## src/design/rf_channel_pkg.sv

```systemverilog
package rf_channel_pkg;

  // Bus geometry
  localparam int ADR_W = 8;                          // Byte address width
  localparam int DAT_W = 32;                         // Data width
  localparam int SEL_W = 4;                          // Byte lanes

  // Register byte addresses
  localparam logic [ADR_W-1:0] CARRIER_SETTING_OFS = 8'hA8;
  localparam logic [ADR_W-1:0] INTERMEDIATE_BAND_CONFIG_OFS = 8'hAC;
  localparam logic [ADR_W-1:0] INTERMEDIATE_OFFSET_ZERO_OFS = 8'hB4;
  localparam logic [ADR_W-1:0] CHANNEL_STATUS_OFS = 8'hB8;

  // Carrier word
  localparam int CARRIER_W = 30;                     // 1 Hz per step
  localparam logic [CARRIER_W-1:0] CARRIER_RST = 30'h36FC3BA0;
  localparam logic [CARRIER_W-1:0] CARRIER_BAND_MIN = 30'h337055C0;
  localparam logic [CARRIER_W-1:0] CARRIER_BAND_MAX = 30'h37502800;
  localparam int CARRIER_TOP_LANE = 3;               // Lane that commits the word

  // Intermediate band control byte
  localparam int IF_CFG_W = 4;
  localparam int BAND_SELECT_BIT = 0;
  localparam int SHIFT_ENABLE_BIT = 1;
  localparam int OFFSET_ENABLE_BIT = 2;
  localparam int OFFSET_CHOICE_BIT = 3;
  localparam logic [IF_CFG_W-1:0] IF_CFG_RST = 4'h0;

  // Offset word, two's complement, 1 Hz per step
  localparam int OFFSET_W = 24;
  localparam logic [OFFSET_W-1:0] OFFSET_ZERO_RST = 24'h000000;

  // Intermediate frequencies in Hz
  localparam int IF_W = 25;
  localparam logic signed [IF_W-1:0] IF_LOW_HZ = 25'sd550000;
  localparam logic signed [IF_W-1:0] IF_HIGH_HZ = 25'sd750000;

  // Status bit positions
  localparam int STAT_IN_BAND_BIT = 0;
  localparam int STAT_PENDING_BIT = 1;

  // Control byte as stored
  typedef struct packed {
    logic offset_choice;                             // Bit 3
    logic offset_enable;                             // Bit 2
    logic shift_enable;                              // Bit 1
    logic band_select;                               // Bit 0
  } if_cfg_t;

endpackage

```

## src/design/rf_channel_and_if_setting_regs.sv

```systemverilog
// Operation
// - Carrier held as 30-bit value, 1 Hz steps
// - Word spans 100 MHz to 1000 MHz
// - Carrier resets to 36FC3BA0H, 922.5 MHz
// - Control bit 0 picks 550/750 kHz IF
// - Control bit 1 enables frequency shift function
// - Control bit 2 applies offset, else none
// - Control bit 3 picks offset register 0/1
// - Control byte resets to 00H
// - Offset zero is signed, 1 Hz steps
// - Offset zero resets to 000000H
//
// Our own choice: the Wishbone register port.
`timescale 1ns/10ps
`default_nettype none

module rf_channel_and_if_setting_regs
  import rf_channel_pkg::*;
(
  input wire logic clk_i,
  input wire logic rst_i,
  input wire logic ce_i,
  input wire logic wb_cyc_i,
  input wire logic wb_stb_i,
  input wire logic wb_we_i,
  input wire logic [ADR_W-1:0] wb_adr_i,
  input wire logic [SEL_W-1:0] wb_sel_i,
  input wire logic [DAT_W-1:0] wb_dat_i,
  output logic [DAT_W-1:0] wb_dat_o,
  output logic wb_ack_o,
  input wire logic [OFFSET_W-1:0] intermediate_offset_one_i,
  output logic [CARRIER_W-1:0] carrier_hz_value_o,
  output logic carrier_update_o,
  output logic carrier_in_band_o,
  output logic intermediate_band_select_o,
  output logic shift_apply_enable_o,
  output logic intermediate_offset_enable_o,
  output logic intermediate_offset_choice_o,
  output logic [OFFSET_W-1:0] intermediate_offset_zero_o,
  output logic signed [IF_W-1:0] applied_offset_o,
  output logic signed [IF_W-1:0] intermediate_hz_o
);

  // Replace the byte lanes picked by sel, keep the others
  function automatic logic [DAT_W-1:0] merge_lanes(
    input logic [DAT_W-1:0] old_word,
    input logic [DAT_W-1:0] new_word,
    input logic [SEL_W-1:0] sel
  );
    logic [DAT_W-1:0] res;
    res = old_word;
    for (int i = 0; i < SEL_W; i++)
    begin
      if (sel[i])
      begin
        res[8*i +: 8] = new_word[8*i +: 8];
      end
    end
    return res;
  endfunction

  // Word address compare, low two address bits ignored
  function automatic logic word_hit(
    input logic [ADR_W-1:0] adr,
    input logic [ADR_W-1:0] ofs
  );
    return adr[ADR_W-1:2] == ofs[ADR_W-1:2];
  endfunction

  // Offset word widened with its sign
  function automatic logic signed [IF_W-1:0] sext_offset(
    input logic [OFFSET_W-1:0] ofs
  );
    return {{(IF_W-OFFSET_W){ofs[OFFSET_W-1]}}, ofs};
  endfunction

  // Bus slave state
  logic ack_q, ack_d;                                // Single-cycle acknowledge
  logic [DAT_W-1:0] rdat_q, rdat_d;                  // Registered read data

  // Register file state
  logic [CARRIER_W-1:0] carrier_q, carrier_d;        // Active carrier word
  logic [DAT_W-1:0] stage_q, stage_d;                // Bytes collected so far
  logic pending_q, pending_d;                        // Lower bytes written, top not yet
  logic update_q, update_d;                          // One-cycle commit pulse
  logic in_band_q, in_band_d;                        // Carrier inside software band
  if_cfg_t cfg_q, cfg_d;                             // Intermediate band control
  logic [OFFSET_W-1:0] ofs0_q, ofs0_d;               // Offset register zero

  // Derived frequency state
  logic signed [IF_W-1:0] applied_q, applied_d;      // Offset in use
  logic signed [IF_W-1:0] if_hz_q, if_hz_d;          // Resulting IF in Hz

  // Decoded request, only while no ack is out
  logic req;
  logic wr;
  assign req = wb_cyc_i & wb_stb_i & ~ack_q;
  assign wr = req & wb_we_i;

  // Next values for bus answer and registers
  always_comb
  begin
    logic [DAT_W-1:0] merged;
    merged = '0;
    ack_d = req;
    rdat_d = rdat_q;
    carrier_d = carrier_q;
    stage_d = stage_q;
    pending_d = pending_q;
    update_d = 1'b0;
    cfg_d = cfg_q;
    ofs0_d = ofs0_q;
    // Writes
    if (wr && word_hit(wb_adr_i, CARRIER_SETTING_OFS))
    begin
      // Lanes gather in the stage so a half-written word stays invisible
      merged = merge_lanes(stage_q, wb_dat_i, wb_sel_i);
      stage_d = merged;
      if (wb_sel_i[CARRIER_TOP_LANE])
      begin
        carrier_d = merged[CARRIER_W-1:0];
        pending_d = 1'b0;
        update_d = 1'b1;
      end
      else
      begin
        pending_d = 1'b1;
      end
    end
    else if (wr && word_hit(wb_adr_i, INTERMEDIATE_BAND_CONFIG_OFS))
    begin
      merged = merge_lanes({{(DAT_W-IF_CFG_W){1'b0}}, cfg_q}, wb_dat_i, wb_sel_i);
      cfg_d = if_cfg_t'(merged[IF_CFG_W-1:0]);
    end
    else if (wr && word_hit(wb_adr_i, INTERMEDIATE_OFFSET_ZERO_OFS))
    begin
      merged = merge_lanes({{(DAT_W-OFFSET_W){1'b0}}, ofs0_q}, wb_dat_i, wb_sel_i);
      ofs0_d = merged[OFFSET_W-1:0];
    end
    // Reads; unmapped addresses answer zero
    if (req && !wb_we_i)
    begin
      if (word_hit(wb_adr_i, CARRIER_SETTING_OFS))
      begin
        rdat_d = {{(DAT_W-CARRIER_W){1'b0}}, carrier_q};
      end
      else if (word_hit(wb_adr_i, INTERMEDIATE_BAND_CONFIG_OFS))
      begin
        rdat_d = {{(DAT_W-IF_CFG_W){1'b0}}, cfg_q};
      end
      else if (word_hit(wb_adr_i, INTERMEDIATE_OFFSET_ZERO_OFS))
      begin
        rdat_d = {{(DAT_W-OFFSET_W){1'b0}}, ofs0_q};
      end
      else if (word_hit(wb_adr_i, CHANNEL_STATUS_OFS))
      begin
        rdat_d = '0;
        rdat_d[STAT_IN_BAND_BIT] = in_band_q;
        rdat_d[STAT_PENDING_BIT] = pending_q;
      end
      else
      begin
        rdat_d = '0;
      end
    end
    // Band check only flags; an out-of-band word is still used
    in_band_d = (carrier_d >= CARRIER_BAND_MIN) && (carrier_d <= CARRIER_BAND_MAX);
  end

  // Register bus answer and register file
  always_ff @(posedge clk_i)
  begin
    if (rst_i)
    begin
      ack_q <= 1'b0;
      rdat_q <= '0;
      carrier_q <= CARRIER_RST;
      stage_q <= {{(DAT_W-CARRIER_W){1'b0}}, CARRIER_RST};
      pending_q <= 1'b0;
      update_q <= 1'b0;
      in_band_q <= 1'b1;
      cfg_q <= if_cfg_t'(IF_CFG_RST);
      ofs0_q <= OFFSET_ZERO_RST;
    end
    else if (ce_i)
    begin
      ack_q <= ack_d;
      rdat_q <= rdat_d;
      carrier_q <= carrier_d;
      stage_q <= stage_d;
      pending_q <= pending_d;
      update_q <= update_d;
      in_band_q <= in_band_d;
      cfg_q <= cfg_d;
      ofs0_q <= ofs0_d;
    end
  end

  // Derived IF, computed from the next register values so it moves with them
  always_comb
  begin
    if (!cfg_d.offset_enable)
    begin
      applied_d = '0;
    end
    else if (cfg_d.offset_choice)
    begin
      applied_d = sext_offset(intermediate_offset_one_i);
    end
    else
    begin
      applied_d = sext_offset(ofs0_d);
    end
    // Sum cannot wrap inside the software offset limits
    if_hz_d = (cfg_d.band_select ? IF_HIGH_HZ : IF_LOW_HZ) + applied_d;
  end

  // Derived IF registers
  always_ff @(posedge clk_i)
  begin
    if (rst_i)
    begin
      applied_q <= '0;
      if_hz_q <= IF_LOW_HZ;
    end
    else if (ce_i)
    begin
      applied_q <= applied_d;
      if_hz_q <= if_hz_d;
    end
  end

  // Outputs, all from flip-flops
  assign wb_ack_o = ack_q;
  assign wb_dat_o = rdat_q;
  assign carrier_hz_value_o = carrier_q;
  assign carrier_update_o = update_q;
  assign carrier_in_band_o = in_band_q;
  assign intermediate_band_select_o = cfg_q.band_select;
  assign shift_apply_enable_o = cfg_q.shift_enable;
  assign intermediate_offset_enable_o = cfg_q.offset_enable;
  assign intermediate_offset_choice_o = cfg_q.offset_choice;
  assign intermediate_offset_zero_o = ofs0_q;
  assign applied_offset_o = applied_q;
  assign intermediate_hz_o = if_hz_q;

  // Reset value of the carrier word
  property p_carrier_reset;
    @(posedge clk_i) disable iff (rst_i)
    $fell(rst_i) |-> carrier_hz_value_o == CARRIER_RST;
  endproperty
  a_carrier_reset: assert property (p_carrier_reset) else $error("carrier word not at reset value");

  // Reset value of the control byte
  property p_cfg_reset;
    @(posedge clk_i) disable iff (rst_i)
    $fell(rst_i) |-> {intermediate_offset_choice_o, intermediate_offset_enable_o,
      shift_apply_enable_o, intermediate_band_select_o} == IF_CFG_RST && intermediate_hz_o == IF_LOW_HZ;
  endproperty
  a_cfg_reset: assert property (p_cfg_reset) else $error("control byte not at reset value");

  // Reset value of offset zero
  property p_offset_reset;
    @(posedge clk_i) disable iff (rst_i)
    $fell(rst_i) |-> intermediate_offset_zero_o == OFFSET_ZERO_RST;
  endproperty
  a_offset_reset: assert property (p_offset_reset) else $error("offset zero not at reset value");

  // Partial carrier write leaves the word alone
  property p_partial_hold;
    @(posedge clk_i) disable iff (rst_i)
    ce_i && wr && word_hit(wb_adr_i, CARRIER_SETTING_OFS) && !wb_sel_i[CARRIER_TOP_LANE]
      |=> $stable(carrier_hz_value_o) && !carrier_update_o;
  endproperty
  a_partial_hold: assert property (p_partial_hold) else $error("carrier changed before top byte");

  // Full word write lands as written, low 30 bits
  property p_full_write;
    @(posedge clk_i) disable iff (rst_i)
    ce_i && wr && word_hit(wb_adr_i, CARRIER_SETTING_OFS) && wb_sel_i == 4'hF
      |=> carrier_hz_value_o == CARRIER_W'($past(wb_dat_i)) && carrier_update_o;
  endproperty
  a_full_write: assert property (p_full_write) else $error("carrier word not written");

  // Carrier reads show zero in the top two bits
  property p_carrier_top_zero;
    @(posedge clk_i) disable iff (rst_i)
    wb_ack_o && !wb_we_i && word_hit(wb_adr_i, CARRIER_SETTING_OFS)
      |-> wb_dat_o[DAT_W-1:CARRIER_W] == 2'h0 && wb_dat_o[CARRIER_W-1:0] == carrier_hz_value_o;
  endproperty
  a_carrier_top_zero: assert property (p_carrier_top_zero) else $error("carrier read wrong");

  // Control reads show zero in the upper bits
  property p_cfg_top_zero;
    @(posedge clk_i) disable iff (rst_i)
    wb_ack_o && !wb_we_i && word_hit(wb_adr_i, INTERMEDIATE_BAND_CONFIG_OFS)
      |-> wb_dat_o[DAT_W-1:IF_CFG_W] == 28'h0000000;
  endproperty
  a_cfg_top_zero: assert property (p_cfg_top_zero) else $error("control read upper bits not zero");

  // Offset off means base IF exactly
  property p_no_offset;
    @(posedge clk_i) disable iff (rst_i)
    !intermediate_offset_enable_o |-> applied_offset_o == '0 &&
      intermediate_hz_o == (intermediate_band_select_o ? IF_HIGH_HZ : IF_LOW_HZ);
  endproperty
  a_no_offset: assert property (p_no_offset) else $error("offset applied while disabled");

  // Offset zero applied as a signed value
  property p_offset_zero_used;
    @(posedge clk_i) disable iff (rst_i)
    intermediate_offset_enable_o && !intermediate_offset_choice_o
      |-> applied_offset_o == sext_offset(intermediate_offset_zero_o);
  endproperty
  a_offset_zero_used: assert property (p_offset_zero_used) else $error("offset zero not applied");

  // Offset one taken when chosen
  property p_offset_one_used;
    @(posedge clk_i) disable iff (rst_i)
    $past(ce_i) && intermediate_offset_enable_o && intermediate_offset_choice_o
      |-> applied_offset_o == sext_offset($past(intermediate_offset_one_i));
  endproperty
  a_offset_one_used: assert property (p_offset_one_used) else $error("offset one not applied");

  // Offset in use adds onto the chosen base IF
  property p_offset_sum;
    @(posedge clk_i) disable iff (rst_i)
    intermediate_offset_enable_o
      |-> intermediate_hz_o == (intermediate_band_select_o ? IF_HIGH_HZ : IF_LOW_HZ) + applied_offset_o;
  endproperty
  a_offset_sum: assert property (p_offset_sum) else $error("intermediate frequency sum wrong");

  // Without a top-lane carrier write the active word stays put
  property p_carrier_hold;
    @(posedge clk_i) disable iff (rst_i)
    !(ce_i && wr && word_hit(wb_adr_i, CARRIER_SETTING_OFS) && wb_sel_i[CARRIER_TOP_LANE])
      |=> $stable(carrier_hz_value_o);
  endproperty
  a_carrier_hold: assert property (p_carrier_hold) else $error("carrier changed without a commit");

  // Ack lasts one cycle
  property p_ack_single;
    @(posedge clk_i) disable iff (rst_i)
    wb_ack_o |=> !wb_ack_o;
  endproperty
  a_ack_single: assert property (p_ack_single) else $error("ack held too long");

endmodule

`default_nettype wire

```

## config.mk

```make
export PLATFORM = sky130hd
export DESIGN_NAME = rf_channel_and_if_setting_regs
export DESIGN_NICKNAME = d
export VERILOG_FILES = /design/src/design/rf_channel_pkg.sv /design/src/design/rf_channel_and_if_setting_regs.sv
export SDC_FILE = /design/constraint.sdc
export NUM_CORES = 1
export LEC_CHECK = 0
export BUFFER_PORTS_ARGS = -buffer_cell sky130_fd_sc_hd__buf_2
export CAP_MARGIN = 25
export CORE_MARGIN = 1
export CORE_UTILIZATION = 35
export DETAILED_ROUTE_END_ITERATION = 10
export GPL_ROUTABILITY_DRIVEN = 0
export GPL_TIMING_DRIVEN = 1
export PLACE_DENSITY_LB_ADDON = 0.05
export SLEW_MARGIN = 20
export SYNTH_ARGS = -nofsm -noshare
export SYNTH_HDL_FRONTEND = slang
export SYNTH_SLANG_ARGS = --single-unit
```

## constraint.sdc

```tcl
create_clock -name clk_i -period 7.3 [get_ports clk_i]
set_input_delay 0.73 -clock clk_i [delete_from_list [all_inputs] [get_ports clk_i]]
set_output_delay 0.73 -clock clk_i [all_outputs]
set_load 0.005 [all_outputs]
```

Yosys cells after proc, flatten, opt, wreduce, memory -nomap -nowiden
Cells that the tools add are included.
{ "totals": {"regBits": 174, "input_bits": 74, "out_inout_bits": 143} }
{ "classes": {"add_sub_neg": 1, "n_lt_le_gt_ge": 2, "n_eq_ne": 4, "mux": 25, "bitwise": 5, "n_reduce_logical": 9} }
{ "op_table": {"columns": ["op", "count"], "rows": [
  ["$mux W24", 5],
  ["$mux W30", 3],
  ["$mux W25", 2],
  ["$mux W8", 6],
  ["$ge A30 B30 Y1 const B", 1],
  ["$le A30 B30 Y1 const B", 1],
  ["$add A21 B25 Y25", 1],
  ["$eq A6 B6 Y1 const B", 4],
  ["$mux W18", 1],
  ["$mux W4", 3],
  ["$mux W6", 1],
  ["$logic_and A1 B1 Y1", 5],
  ["$reduce_and A2 Y1", 2],
  ["$reduce_and A4 Y1", 1],
  ["$and A1 B1 Y1", 3],
  ["$mux W1", 3],
  ["$mux W2", 1],
  ["$not A1 Y1", 2],
  ["$logic_not A1 Y1", 1]
]} }

Longest topological paths before layout
Gate-level depths: netlist of run 1.
{ "logic_depth": {"ltp_word": 10, "ltp_mapped": 17, "mapped_depth_nobuf": 14} }

Worst setup path after synthesis of run 1
Ideal clock, no wire load.
{ "synth_timing": {"path_kind": "input to register", "start": "input wb_adr_i[4]", "end": "register if_hz_q[19], in the netlist intermediate_hz_o[19]", "setup_ps": 82, "arrival_time_ps": 4426, "path_slack_ps": 2792, "path_stages": 16, "path_buffers": 2, "cell_sequence": "and4bb_2 a41oi_1 nor2_4 buf_2 buf_1 nor2_1 a211oi_1 ha_1 a21o_1 a21o_1 or3_1 o22ai_1 nor4_4 or2_1 a2111o_1 o2111ai_1"} }
{ "synth_via": {"elab_chain_len": 8} }
{ "synth_rtl": {"columns": ["element", "line_no", "rtl"], "rows": [
  ["from (decl)", "rf_channel_and_if_setting_regs.sv:26", "input wire logic [ADR_W-1:0] wb_adr_i,"],
  ["$eq A6 B6 Y1", "rf_channel_and_if_setting_regs.sv:67", "return adr[ADR_W-1:2] == ofs[ADR_W-1:2];"],
  ["$logic_and A1 B1 Y1", "rf_channel_and_if_setting_regs.sv:135", "else if (wr && word_hit(wb_adr_i, INTERMEDIATE_OFFSET_ZERO_OFS))"],
  ["$mux W24", "rf_channel_and_if_setting_regs.sv:135", null],
  ["$mux W24", "rf_channel_and_if_setting_regs.sv:130", "else if (wr && word_hit(wb_adr_i, INTERMEDIATE_BAND_CONFIG_OFS))"],
  ["$mux W24", "rf_channel_and_if_setting_regs.sv:114", "if (wr && word_hit(wb_adr_i, CARRIER_SETTING_OFS))"],
  ["$mux W25", "rf_channel_and_if_setting_regs.sv:206", "else if (cfg_d.offset_choice)"],
  ["$mux W25 *", "rf_channel_and_if_setting_regs.sv:202", "if (!cfg_d.offset_enable)"],
  ["named net applied_d[7]", "rf_channel_and_if_setting_regs.sv:91", "logic signed [IF_W-1:0] applied_q, applied_d;"],
  ["$add A21 B25 Y25 *", "rf_channel_and_if_setting_regs.sv:215", "if_hz_d = (cfg_d.band_select ? IF_HIGH_HZ : IF_LOW_HZ) + applied_d;"],
  ["to (signal assigned)", "rf_channel_and_if_setting_regs.sv:229", "if_hz_q <= if_hz_d;"],
  ["to (decl)", "rf_channel_and_if_setting_regs.sv:92", "logic signed [IF_W-1:0] if_hz_q, if_hz_d;"]
]} }
The timed path passes the listed nets; every way through them passes the cells marked *.
A chain may end at the register's enable or synchronous reset.

Worst setup path in the final report of run 1
{ "layout_timing": {"start": "input wb_we_i", "end": "register if_hz_q[23], in the netlist intermediate_hz_o[23]"} }
{ "layout_via": {"elab_chain_len": 8} }
{ "layout_rtl": {"columns": ["element", "line_no", "rtl"], "rows": [
  ["from (decl)", "rf_channel_and_if_setting_regs.sv:25", "input wire logic wb_we_i,"],
  ["$and A1 B1 Y1 *", "rf_channel_and_if_setting_regs.sv:98", "assign wr = req & wb_we_i;"],
  ["$logic_and A1 B1 Y1", "rf_channel_and_if_setting_regs.sv:135", null],
  ["$mux W24", "rf_channel_and_if_setting_regs.sv:135", null],
  ["$mux W24", "rf_channel_and_if_setting_regs.sv:130", null],
  ["$mux W24", "rf_channel_and_if_setting_regs.sv:114", null],
  ["$mux W25", "rf_channel_and_if_setting_regs.sv:206", null],
  ["$mux W25 *", "rf_channel_and_if_setting_regs.sv:202", null],
  ["named net applied_d[7]", "rf_channel_and_if_setting_regs.sv:91", null],
  ["$add A21 B25 Y25 *", "rf_channel_and_if_setting_regs.sv:215", null]
]} }
Marked as above.

==> flow_metrics.tcl, run 1 <==
set metrics [dict create \
    synthCells 970 \
    grt_usage_pct 23.3 \
    io_buffers 210 \
    yosysSeqAreaShare_pct 39.1 \
    critPathArrivalTime_ns 5.09 \
    core_um2 22800 \
    cts.sinks 161 \
    cp-endpoint "intermediate_hz_o[23]" \
    slew_viol_final 0 \
    fin_setup_tns_ns 0 \
    worst-path-max-fanout 12 \
    die_h_um 155 \
    clock_latency_ns 0.43 \
    async_flop_share_pct 0 \
    holdPathStages 2 \
    final_common_cell "buf_2" \
    clockBufferDepth 2 \
    cap_violations 0 \
    root_buffer "clkbuf_16" \
    rsz0062_at_grt "false" \
    wl_mm 28.3 \
    grt_pass1_wl_mm 42.8 \
    rr_worst_depth 13 \
    skew_ns 0.0115 \
    h-tree-depth 4 \
    hold_class "reg -> reg" \
    cts_setup_buffers 0 \
    ant_nets 0 \
    worst_setup_path_end_kind "flip-flop" \
    die-area_um2 24100 \
    start_util_pct 36.0 \
    synth_enable_flop_cells 0 \
    timing.rr.end "intermediate_hz_o[23]" \
    io-pin-count 217 \
    relSlewSlack_pct 44.4 \
    dp_hpwl_mm 20.6 \
    drt_iter0_markers 414 \
    ctsHoldBuffers 0 \
    numCtsBuffers 17 \
    ys_warn_count 0 \
    postSynthAreaPerCell_um2 8.49 \
    peakVddDrop_uv 136 \
    startpoint "wb_we_i" \
    vias 7866 \
    grt_max_degree 100 \
    r2r-start "wb_ack_o" \
    ys_types 78 \
    cellPowerDensity_nw_per_um2 193 \
    cts_tree "built" \
    antenna_found_initial 4 \
    critPathKind "in -> reg" \
    max_freq_ghz 0.210 \
    num_rows 55 \
    drc 0 \
    worstPathRequired_ns 7.63 \
    worst_slew_pin_slew_ns 0.831 \
    post-route-min-period_ns 4.76 \
    finalHoldViolCount 0 \
    grt_pass1_vias 7295 \
    areaGrowthSynthToFinish_pct 22.6 \
    synthFlopType "dfxtp_1" \
    clkTransAtPathRegs_ns 0.07 \
    setup_viol 0 \
    finalCritPeriodShare_pct 65.3 \
    post_cts_resized 0 \
    fillers 2406 \
    min_from "stage_q[10]" \
    netlist_area_um2 8240 \
    drive_above_1_share_pct 25.2 \
    critPathLaunchType "input pin" \
    overflow 0 \
    die_x_um 155 \
    dr.pass1.iters 5 \
    whs_ns 0.457 \
    vias_per_cell 5.35 \
    wire_per_inst_um 19.3 \
    yosys_register_bits 161 \
    r2r_setup_slack_ns 2.55 \
    p_leak_nw 4.54 \
    status "finished clean" \
    layout.nets 1224 \
    final_cell_mix "209 x buf_2, 161 x dfxtp_1, 152 x nor2_1" \
]
[per-layer routing]
metal,vias up,wire (µm),track usage [%]
met2,209,13000,36.7
met4,2,426,7.66
met1,3768,13700,32.2
met3,26,1150,3.76
li1,3861,-,-
met5,-,8,0
[per-stage QoR]
stage                     instances  utilization [%]  instance area (µm²)  power [mW]  setup WS [ns]
after floorplan                 971                -                 8240       0.981           2.79
after global placement         1433             41.3                 9440        1.04           2.14
after detailed placement       1433             41.3                 9440        1.04           2.08
after CTS                      1464             43.9                10000        1.97           2.54
after global routing           1469             44.2                10100        2.02           2.32
final                          1470             44.2                10100        1.95           2.54
[area by class of cell]
class | instances | area (µm²) | area share (%)
multi-input combinational | 724 | 4640 | 45.9
sequential | 161 | 3220 | 31.9
timing repair buffer | 223 | 1190 | 11.7
clock buffer | 17 | 425 | 4.21
tap | 313 | 392 | 3.88
clock inverter | 14 | 170 | 1.68
inverter | 15 | 56.3 | 0.557
antenna | 3 | 7.51 | 0.0743
[flip-flops by register name (all words and copies together) (netlist names), 21 cells and up]
register	flops
intermediate_hz_o	21
intermediate_offset_zero_o	24
wb_dat_o	30
carrier_hz_value_o	30
applied_offset_o	24
stage_q	24
[critical path: stages]
cell	delay, ns
buf_2	0.13
and4b_1	0.51
nand4_1	0.67
mux2i_1	0.31
a211oi_1	0.46
ha_1	0.36
a21o_1	0.17
a21o_1	0.18
or3_1	0.30
o22ai_1	0.41
nor4_4	0.10
o21ai_1	0.28
a211oi_1	0.14
a2111oi_2	0.34
[worst min path at each step]
stage                     slack, ns          end
after floorplan                0.43   stage_q[6]
after global placement         0.44  stage_q[10]
after detailed placement       0.45  stage_q[10]
after CTS                      0.46  stage_q[10]
after global routing           0.47  stage_q[10]
final                          0.46  stage_q[10]
[cells in the mapped netlist, types with 7 or more instances]
cell type | n | area [µm²]
dfxtp_1 | 161 | 3220
nor2_1 | 152 | 571
nand2_1 | 108 | 405
mux2i_1 | 90 | 901
a21oi_1 | 57 | 285
clkbuf_1 | 49 | 184
nor3_1 | 33 | 165
a211oi_1 | 26 | 195
a221oi_1 | 22 | 193
o21ai_0 | 19 | 95.1
a211o_1 | 17 | 149
inv_1 | 15 | 56.3
nand3b_1 | 15 | 113
nand3_1 | 12 | 60.1
mux2_2 | 11 | 124
a22oi_1 | 10 | 75.1
buf_1 | 8 | 30.0
buf_4 | 8 | 60.1
ha_1 | 8 | 100
o211ai_1 | 8 | 60.1
and2_1 | 7 | 43.8
[kinds of logic (layout without fill, tap and decap cells)]
group | Yosys count | after routing | synth area share, %
fa+ha+maj | 8 | 8 | 1.22
mux | 101 | 101 | 12.4
xor+xnor | 7 | 7 | 0.744
buf+inv | 86 | 269 | 4.63
compound gates | 219 | 219 | 19.3
simple gates | 387 | 387 | 22.5
flops | 161 | 161 | 39.1
other cells | 1 | 5 | 0.0455
[power by group]
part           switching (mW)  leakage (nW)  internal [mW]  total, mW
combinational          0.0840          2.95         0.0480      0.132
sequential            0.00549          1.30          0.886      0.891
clock                   0.411         0.292          0.516      0.928
Power figures use the tool's default switching activity.
==> inputs of run 2 (changes only) <==
- clock period: 7.3 -> 4.15 ns (I/O delays scaled with it)
==> run 2 against run 1 <==
  * Non-clock buffer count grew 16
  * First-iteration DRC count is 18% higher
  * Final area grew 1.6%
  * Sequential share of layout area fell by 0.51 points
  * Die area unchanged
  * Sequential power grew 76%
  * Utilization up 0.72 points
  * Hold slack worse by 0.25 ns
  * Critical path type is now reg -> reg
==> flow_metrics.tcl, run 2 (synthesis gave the netlist of run 1 again) <==
set metrics [dict create \
    core_um2 22800 \
    root_buffer "clkbuf_16" \
    place_ws_ns 0.0857 \
    start_util_pct 36.0 \
    wire_per_inst_um 19.6 \
    die-area_um2 24100 \
    setup_viol 0 \
    final_cell_mix "209 x buf_2, 161 x dfxtp_1, 152 x nor2_1" \
    post-route-min-period_ns 3.89 \
    worst_slew_pin_slew_ns 0.747 \
    whs_ns 0.211 \
    clockBufferDepth 2 \
    die_h_um 155 \
    wl_mm 29.1 \
    ctsHoldBuffers 0 \
    die_x_um 155 \
    dp_hpwl_mm 21.5 \
    num_rows 55 \
    internal_power_mw 2.63 \
    critPathArrivalTime_ns 4.22 \
    h-tree-depth 4 \
    vias 7886 \
    worst-path-max-fanout 31 \
    status "finished clean" \
    swShare_pct 25.2 \
    dp_cells 1452 \
    io-pin-count 217 \
    p_leak_nw 4.64 \
    worstPathRequired_ns 4.48 \
    grt_pass1_vias 7427 \
    layout.nets 1240 \
    grt_pass1_wl_mm 44.1 \
    cts.sinks 161 \
    place_area_um2 9610 \
    clock_latency_ns 0.43 \
    final_common_cell "buf_2" \
    cap_violations 0 \
    grt_max_degree 104 \
    areaGrowthSynthToFinish_pct 24.6 \
    drive_above_1_share_pct 26.7 \
    numCtsBuffers 17 \
    max_freq_ghz 0.257 \
    final.setup.worst_slack_ns 0.256 \
    rsz0062_at_grt "false" \
    worst_setup_path_end_kind "flip-flop" \
    seqPwrFrac_pct 44.6 \
    clkTransAtPathRegs_ns 0.07 \
    antenna_found_initial 1 \
    fin_area_um2 10300 \
    overflow 0 \
    cts_tree "built" \
    io_buffers 210 \
    finalHoldViolCount 0 \
    p_switching_mw 0.884 \
    finalCritPeriodShare_pct 93.8 \
    skew_ns 0.0129 \
    drc 0 \
    peakVddDrop_uv 193 \
    hold_class "in -> reg" \
    vias_per_cell 5.31 \
    share_comb_of_total_power_pct 6.8 \
    fin_cells 1485 \
    ant_nets 0 \
    final_util_pct 44.9 \
    clkPwrFrac_pct 48.6 \
    critPathLaunchType "flip-flop" \
    dr.pass1.iters 7 \
    slew_viol_final 0 \
    fin_setup_tns_ns 0 \
    critPathKind "reg -> reg" \
    relSlewSlack_pct 50.0 \
    cellPowerDensity_nw_per_um2 343 \
    grt_usage_pct 24.2 \
    power_mw 3.52 \
    drt_iter0_markers 488 \
]
run 2: cell count changes in the layout (fill, tap and decap cells not counted), sizes merged:
| cell | previous run | this run |
|---|---|---|
| buf | 223 | 239 |
| bufinv | 2 | 3 |
| clkbuf | 17 | 18 |
| diode | 3 | 1 |
| inv | 23 | 22 |
run 2: power by group through the flow:
stage	registers (mW)	logic, mW	clock network [mW]
2_1_floorplan	1.60	0.123	0
3_3_place_gp	1.60	0.239	0
3_5_place_dp	1.60	0.239	0
4_1_cts	1.57	0.240	1.74
5_1_grt	1.57	0.261	1.80
6_report	1.57	0.239	1.71
run 2: cell type report:
class / count / area, µm²
Inverter: 15 / 56.3
Sequential cell: 161 / 3220
Multi-Input combinational cell: 724 / 4660
Fill cell: 2367 / 12600
Antenna cell: 1 / 2.50
Timing Repair Buffer: 239 / 1300
Tap cell: 313 / 392
Clock inverter: 14 / 190
Clock buffer: 18 / 439
run 2: what timing repair did:
action | CTS | global route
endpoints found under the setup margin | 0 | 1
resized for setup | 0 | 4
setup buffers | 0 | 0
run 2: path summary, 6_finish.rpt:
kind / startpoint / endpoint / slack, ns / depth (start not counted)
setup / recovery: wb_ack_o / intermediate_hz_o[23] / 0.26 / 14
hold / removal: wb_dat_i[25] / carrier_hz_value_o[25] / 0.21 / 3
setup reg to reg: wb_ack_o / intermediate_hz_o[23] / 0.26 / 14
hold reg to reg: stage_q[15] / stage_q[15] / 0.45 / 2
run 2: routing by layer:
| layer | part of all wire, % | GRT usage, % |
|---|---|---|
| met1 | 49 | 34.3 |
| met3 | 5.8 | 4.68 |
| met2 | 44 | 36.5 |
| met4 | 2.1 | 8.03 |
| met5 | 0 | 0 |
run 2: worst max-delay path, stage by stage, from the launching register on:
cell	delay (ns)
dfxtp_1	0.34
and4b_1	0.42
a41oi_1	0.27
nor2_4	0.30
buf_12	0.22
nor2_1	0.06
a211oi_1	0.42
ha_1	0.23
inv_1	0.06
a211o_1	0.31
nor4_4	0.36
o21ai_1	0.16
buf_4	0.16
a21o_1	0.18
a2111oi_2	0.28
